--- config.mk ---
export PLATFORM = sky130hd
export DESIGN_NAME = host_port_pins
export DESIGN_NICKNAME = d
export VERILOG_FILES = /design/src/include/host_pins_pkg.sv /design/src/hw/pin_cell.sv /design/src/hw/host_port_pins.sv
export SDC_FILE = /design/constraint.sdc
export NUM_CORES = 1
export LEC_CHECK = 0
export BUFFER_PORTS_ARGS = -buffer_cell sky130_fd_sc_hd__buf_2
export CAP_MARGIN = 15
export CELL_PAD_IN_SITES_DETAIL_PLACEMENT = 1
export CELL_PAD_IN_SITES_GLOBAL_PLACEMENT = 2
export CORE_MARGIN = 5
export CORE_UTILIZATION = 25
export CTS_BUF_LIST = sky130_fd_sc_hd__clkbuf_16
export CTS_CLUSTER_DIAMETER = 120
export DETAILED_ROUTE_END_ITERATION = 8
export PLACE_DENSITY = 0.87
export SLEW_MARGIN = 20
export SYNTH_ARGS = -nofsm -noshare
export SYNTH_HDL_FRONTEND = slang
export SYNTH_SLANG_ARGS = --single-unit
--- constraint.sdc ---
create_clock -name clk_sys -period 1.2 [get_ports clk_sys]
set_clock_uncertainty 0.15 [all_clocks]
set_input_delay 0.06 -clock clk_sys [delete_from_list [all_inputs] [get_ports clk_sys]]
set_output_delay 0.06 -clock clk_sys [all_outputs]
set_load 0.005 [all_outputs]
--- src/include/host_pins_pkg.sv ---
// constants for the host port pin function block
`default_nettype none
package host_pins_pkg;
  // port control word layout (16 bits)
  localparam int CTRL_W        = 16;
  localparam int BIT_HOST_EN   = 0;   // 1: host function, 0: general-purpose io
  localparam int BIT_DBL_STRB  = 1;   // 1: separate read / write strobes
  localparam int BIT_MUXED     = 2;   // 1: multiplexed address/data bus
  localparam int BIT_DBL_REQ   = 3;   // 1: separate tx / rx requests
  localparam int BIT_REQ_OD    = 4;   // 1: requests are open-drain
  localparam int BIT_STRB_POL  = 5;   // 1: strobes active high
  localparam int BIT_CS_POL    = 6;   // 1: chip select active high
  localparam int BIT_REQ_POL   = 7;   // 1: requests active high
  localparam int BIT_ACK_POL   = 8;   // 1: acknowledge active high
  localparam logic [15:0] CTRL_RESET = 16'h0000;
  // general-purpose io pins handled here: 11..15
  localparam int NPINS   = 5;
  localparam int PIN_LO  = 11;
  localparam logic [4:0] DIR_RESET = 5'h00;
endpackage : host_pins_pkg
`default_nettype wire

--- src/hw/pin_cell.sv ---
// one port pin: input synchroniser plus registered output drive
`default_nettype none
module pin_cell (
  input  wire logic clk_sys,
  input  wire logic arst_n,
  input  wire logic pad_in,
  input  wire logic hold,
  input  wire logic next_out,
  input  wire logic next_oe_n,
  output logic      pin_sync,
  output logic      pad_out,
  output logic      pad_oe_n
);
  logic meta;

  always_ff @(posedge clk_sys or negedge arst_n) begin
    if (!arst_n) begin
      meta     <= 1'b0;
      pin_sync <= 1'b0;
    end else begin
      meta     <= pad_in;
      pin_sync <= meta;
    end
  end

  // reset: every pin an undriven input
  always_ff @(posedge clk_sys or negedge arst_n) begin
    if (!arst_n) begin
      pad_out  <= 1'b0;
      pad_oe_n <= 1'b1;
    end else if (!hold) begin
      pad_out  <= next_out;
      pad_oe_n <= next_oe_n;
    end
  end
endmodule : pin_cell
`default_nettype wire

--- src/hw/host_port_pins.sv ---
// pin function steering for host port pins 11 to 15
//
// Function
// - single strobe, host mode: pin eleven is the read/write select input.
// - double strobe: pin eleven is the read strobe input.
// - single strobe: pin twelve is the one data strobe for reads and writes.
// - double strobe: pin twelve is the write strobe input.
// - non-multiplexed: accept access only while chip select asserted; default active low.
// - multiplexed: pin thirteen is host address bit ten.
// - single request: pin fourteen drives combined request, default active low.
// - each request output may be driven or open-drain.
// - double request: pin fourteen drives transmit request, default active low.
// - double request: pin fifteen drives receive request, default active low.
// - single request: pin fifteen samples host acknowledge, default active low.
// - read, write and data strobes have programmable polarity, active low at reset.
// - general-purpose mode: each pin direction set from its direction bit.
// - stop state: inputs ignored, outputs tri-stated.
// - wait state, unless stop is also set, leaves pin function, direction and level unchanged.
// - function, style and polarity come from the 16-bit control word.
`default_nettype none
module host_port_pins
  import host_pins_pkg::*;
(
  input  wire logic              clk_sys,
  input  wire logic              arst_n,
  input  wire logic [CTRL_W-1:0] port_control_reg,
  input  wire logic [NPINS-1:0]  port_direction_reg,
  input  wire logic [NPINS-1:0]  gpio_out,
  input  wire logic              stop_state,
  input  wire logic              wait_state,
  input  wire logic              req_tx,
  input  wire logic              req_rx,
  input  wire logic [NPINS-1:0]  pad_in,
  output logic      [NPINS-1:0]  pad_out,
  output logic      [NPINS-1:0]  pad_oe_n,
  output logic      [NPINS-1:0]  gpio_in,
  output logic                   host_read_access,
  output logic                   host_write_access,
  output logic                   host_chip_select,
  output logic                   host_addr_bit_ten,
  output logic                   host_acknowledge_in
);
  // ----------------------------------------------------------------
  // control fields
  // ----------------------------------------------------------------
  wire host_en  = port_control_reg[BIT_HOST_EN];
  wire dbl_strb = port_control_reg[BIT_DBL_STRB];
  wire muxed    = port_control_reg[BIT_MUXED];
  wire dbl_req  = port_control_reg[BIT_DBL_REQ];
  wire req_od   = port_control_reg[BIT_REQ_OD];
  wire strb_pol = port_control_reg[BIT_STRB_POL];
  wire cs_pol   = port_control_reg[BIT_CS_POL];
  wire req_pol  = port_control_reg[BIT_REQ_POL];
  wire ack_pol  = port_control_reg[BIT_ACK_POL];

  // ----------------------------------------------------------------
  // pins
  // ----------------------------------------------------------------
  logic [NPINS-1:0] pin_sync;
  logic [NPINS-1:0] next_out;
  logic [NPINS-1:0] next_oe_n;
  // wait holds every pin as is; stop is handled through next_oe_n
  wire              hold = wait_state & ~stop_state;

  genvar g;
  generate
    for (g = 0; g < NPINS; g++) begin : g_pin
      pin_cell u_pin (
        .clk_sys   (clk_sys),
        .arst_n    (arst_n),
        .pad_in    (pad_in[g]),
        .hold      (hold),
        .next_out  (next_out[g]),
        .next_oe_n (next_oe_n[g]),
        .pin_sync  (pin_sync[g]),
        .pad_out   (pad_out[g]),
        .pad_oe_n  (pad_oe_n[g])
      );
    end
  endgenerate

  // ----------------------------------------------------------------
  // input decode (polarity bit 0 means active low)
  // ----------------------------------------------------------------
  wire strb_a   = pin_sync[0] ^ ~strb_pol;
  wire strb_b   = pin_sync[1] ^ ~strb_pol;
  wire cs_act   = pin_sync[2] ^ ~cs_pol;
  wire ack_act  = pin_sync[4] ^ ~ack_pol;
  wire sel_ok   = muxed | cs_act;
  wire live     = host_en & ~stop_state;
  // single strobe: pin eleven high means read
  wire rd_single = strb_b & pin_sync[0];
  wire wr_single = strb_b & ~pin_sync[0];
  wire next_rd   = live & sel_ok & (dbl_strb ? strb_a : rd_single);
  wire next_wr   = live & sel_ok & (dbl_strb ? strb_b : wr_single);
  wire next_cs   = live & ~muxed & cs_act;
  wire next_a10  = live & muxed & pin_sync[2];
  wire next_ack  = live & ~dbl_req & ack_act;
  // gpio inputs read as zero while stopped: ignored inputs
  wire [NPINS-1:0] next_gin = (host_en | stop_state) ? '0 : pin_sync;

  // ----------------------------------------------------------------
  // output drive
  // ----------------------------------------------------------------
  wire req14_act = dbl_req ? req_tx : (req_tx | req_rx);
  wire lvl14     = req14_act ^ ~req_pol;
  wire lvl15     = req_rx ^ ~req_pol;
  // open drain pulls only toward the low level, whatever the request polarity, else floats
  wire oe14_n    = req_od ? lvl14 : 1'b0;
  wire oe15_n    = req_od ? lvl15 : 1'b0;

  always_comb begin
    next_out  = gpio_out;
    next_oe_n = ~port_direction_reg;
    if (host_en) begin
      next_out  = {lvl15, lvl14, 3'b000};
      next_oe_n = {dbl_req ? oe15_n : 1'b1, oe14_n, 3'b111};
    end
    if (stop_state) begin
      next_oe_n = '1;
    end
  end

  // ----------------------------------------------------------------
  // registered host-side results
  // ----------------------------------------------------------------
  always_ff @(posedge clk_sys or negedge arst_n) begin
    if (!arst_n) begin
      host_read_access    <= 1'b0;
      host_write_access   <= 1'b0;
      host_chip_select    <= 1'b0;
      host_addr_bit_ten   <= 1'b0;
      host_acknowledge_in <= 1'b0;
      gpio_in             <= '0;
    end else if (!hold) begin
      host_read_access    <= next_rd;
      host_write_access   <= next_wr;
      host_chip_select    <= next_cs;
      host_addr_bit_ten   <= next_a10;
      host_acknowledge_in <= next_ack;
      gpio_in             <= next_gin;
    end
  end
endmodule : host_port_pins
`default_nettype wire

==> summary.md <==
| Metric | Value |
|---|---|
| Status | `complete, but fails checks` |
| Failing checks | `negative setup slack` |
| Max stage delay on crit path | `0.40 ns` |
| Core Util, Final | `roughly two fifths` |
| Via density | `approximately 4.3` |
| Syn_area_per_cell | `roughly 11 µm²` |
| I/O pins | `57` |
| Crit-path cells | `nor2_2 -> xor2_1 -> a22oi_1 -> o41ai_2` |
| First DRT Iteration DRCs | `14` |
| Synth unique cells | `30` |
| Critical path's top delay family | `flip-flops` |
| Pwr/cell area | `between 1000 and 1500 nW/µm²` |
| Final slew viol count | `0` |
| Synth Register Bits | `30` |
| Finish-stage setup viols | `1` |
| Post-synth EDFFs | `0` |
| Largest cells by area after synthesis | `dfrtp_1 (46%), dfstp_2 (9.7%), buf_4 (6.7%), nor2_1 (4.4%), nor3b_1 (3.9%)` |
| Seq/Total Area, Yosys | `55.9%` |
| Top FF cell, synth | `dfrtp_1` |
| Clk buf depth | `2` |
| Crit path DAT | `1.26 ns` |
| Fill count | `579` |
| P&R area growth vs syn | `54.3%` |
| Final Hold Vio Count | `0` |
| Layout Nets | `233` |
| Unrepaired setup endpoints after global routing | `yes` |
| Most frequent cells after synthesis | `dfrtp_1 (25), nor2_1 (16), buf_4 (12), nand2_1 (11), a21oi_1 (8)` |
| Min Hold Slack | `0.0156 ns` |
| Later-pin clock latency in the skew report | `between 0.2 and 0.3 ns` |
| Clock root cell | `clkbuf_16` |
| Period Utilization, post-route | `104%` |
| Number of global-route vias before repair | `1304` |
| P_leak | `1.00 nW` |
| Pin count of the biggest net entering global routing | `21` |
| Peak supply drop | `about 0.83 mV` |
| Die area | `6990 µm²` |
| Starting Density | `26.2%` |
| RePlAce Congestion | `0.697` |
| Post-synth top area share | `a little under half` |
| Synth Warn # | `0` |
| Post-synthesis net count | `165` |
| Most numerous cell in the Yosys netlist | `dfrtp_1` |
| Largest area contributor in the netlist | `dfrtp_1` |
| # DRC | `0` |
| Initial antenna violation count | `0` |
| DRT Pass-1 Iters | `4` |
| Critical path class | `flop to flop` |
| Die Y | `between 80 and 90 µm` |
| Ys async rst share | `100%` |
| Multi-input gate area | `around 520 µm²` |
| Port bufs | `49` |
| Post-CTS Setup Inserts | `0` |
| Post-layout power | `3.07 mW` |
| Vias | `1139` |
| GRT Total Usage | `11.5%` |
| Hold Path Class | `input pin to flop` |
| CP max FO | `3` |
| First-pass GRT wire length | `around 6.4 mm` |
| CP max-delay cell | `dfrtp_1` |
| CTS Buf Count | `5` |
| Hpwl dp | `2.66 mm` |
| Share of cells above drive strength 1 | `roughly 39%` |
| Reg clk slew, reported paths | `0.05 ns` |
| Post-route antenna net violation count | `0` |
| # diodes | `0` |
| H-tree depth | `2` |
| CTS tree | `done` |
| Max Clock Freq | `805 MHz` |
| Overflow after GRT | `0` |
| R2r setup slk | `-0.04 ns` |
| Cells after synthesis | `approximately 130` |
| Average routed wire per standard cell | `14.2 µm` |
| Relative slew slack | `approximately four fifths` |
| CP endpoint kind | `flop` |
| Synthesized area | `between 1000 and 1500 µm²` |
| FF/Latch Area | `757 µm²` |
| Core Region | `~5200 µm²` |
| CTS Sinks | `30` |
| Buf+Inv Stages, Crit Path | `0` |
| # rows | `26` |
| Maxcap violations | `0` |
| Fin crit period | `1.24 ns` |
| Worst path required time | `1.22 ns` |
| Worst Slack Setup Final | `-0.0427 ns` |
| Die Width | `83.6 µm` |
| Total Wirelength | `roughly 3.8 mm` |
| Worst-Margin Slew | `0.312 ns` |
| Crit start category | `flop` |
[registers in the layout, summed over array words and instances (netlist names)]
register and cells:
host_addr_bit_ten 1, g_pin.u_pin.pad_oe_n 5, g_pin.u_pin.meta 5, g_pin.u_pin.pad_out 5, g_pin.u_pin.pin_sync 5, host_read_access 1, host_write_access 1, host_acknowledge_in 1
gpio_in 5, host_chip_select 1
[per-stage QoR]
stage / instances / area, µm² / TNS (ns) / worst slack (ns)
global route: 267 / 2090 / -0.230 / -0.103
finish: 267 / 2090 / -0.0427 / -0.0427
detailed placement: 238 / 1640 / -0.0971 / -0.0544
global placement: 238 / 1640 / -0.00191 / -0.00191
floorplan: 128 / 1350 / 0 / 0.0310
CTS: 267 / 2040 / -0.0972 / -0.0760
[routing by layer]
metal	up-vias	share of wire, %	global-route usage (%)
li1	558	-	-
met1	545	41	12.5
met2	32	52	20.8
met3	4	5.6	4.34
met4	0	0.87	3.07
met5	-	0	0
[placed cells by master, fill, tap and decap left out, types with 4 or more instances in the layout]
master,count
a21oi_1,7
buf_2,49
buf_4,6
clkbuf_16,5
dfrtp_1,25
dfstp_2,5
dlygate4sd3_1,21
nand2_1,11
nor2_1,15
nor2b_1,4
nor3_1,5
nor3b_1,6
[repair_timing]
item                       in CTS  in global routing
hold endpoints to repair       47                  0
setup endpoints to repair       3                  5
pin swaps                       3                  2
cloned                          0                  0
resized for setup               2                  8
hold buffers                   21                  0
[power breakdown]
group	internal (mW)	total (mW)	switching, mW
Sequential	1.07	1.10	0.0274
Clock	1.18	1.61	0.434
Combinational	0.189	0.353	0.164
[worst paths after layout]
path | end | depth (start not counted) | start
worst min-delay path | host_chip_select$_DFFE_PN0N_ | 4 | port_control_reg[2]
min in group asynchronous | g_pin[4].u_pin.pad_out$_DFFE_PN0N_ | 2 | arst_n
worst min register to register | g_pin[1].u_pin.pin_sync$_DFF_PN0_ | 0 | g_pin[1].u_pin.meta$_DFF_PN0_
max in group asynchronous | host_chip_select$_DFFE_PN0N_ | 3 | arst_n
worst max register to register | host_read_access$_DFFE_PN0N_ | 4 | g_pin[1].u_pin.pin_sync$_DFF_PN0_
worst max-delay path | host_read_access$_DFFE_PN0N_ | 4 | g_pin[1].u_pin.pin_sync$_DFF_PN0_
[kinds of logic after synthesis]
group | share of synthesized area [%]
xor+xnor | 3.24
compound gates | 11.4
mux | 0.739
simple gates | 19.3
flops | 55.9
buf+inv | 9.43
[worst min-delay path: stages]
cell and delay, ns:
buf_2 0.11, nor4bb_2 0.05, a21oi_1 0.12, nor2_1 0.05
[final cells by class]
cell class,count,area share (%)
clock buffers,5,5.99
well taps,70,4.19
inverters,2,0.359
flip-flops and latches,30,36.2
clock inverters,3,3.06
repair buffers,78,25.5
multi-input cells,79,24.7
(Power assumes the default switching activity.)
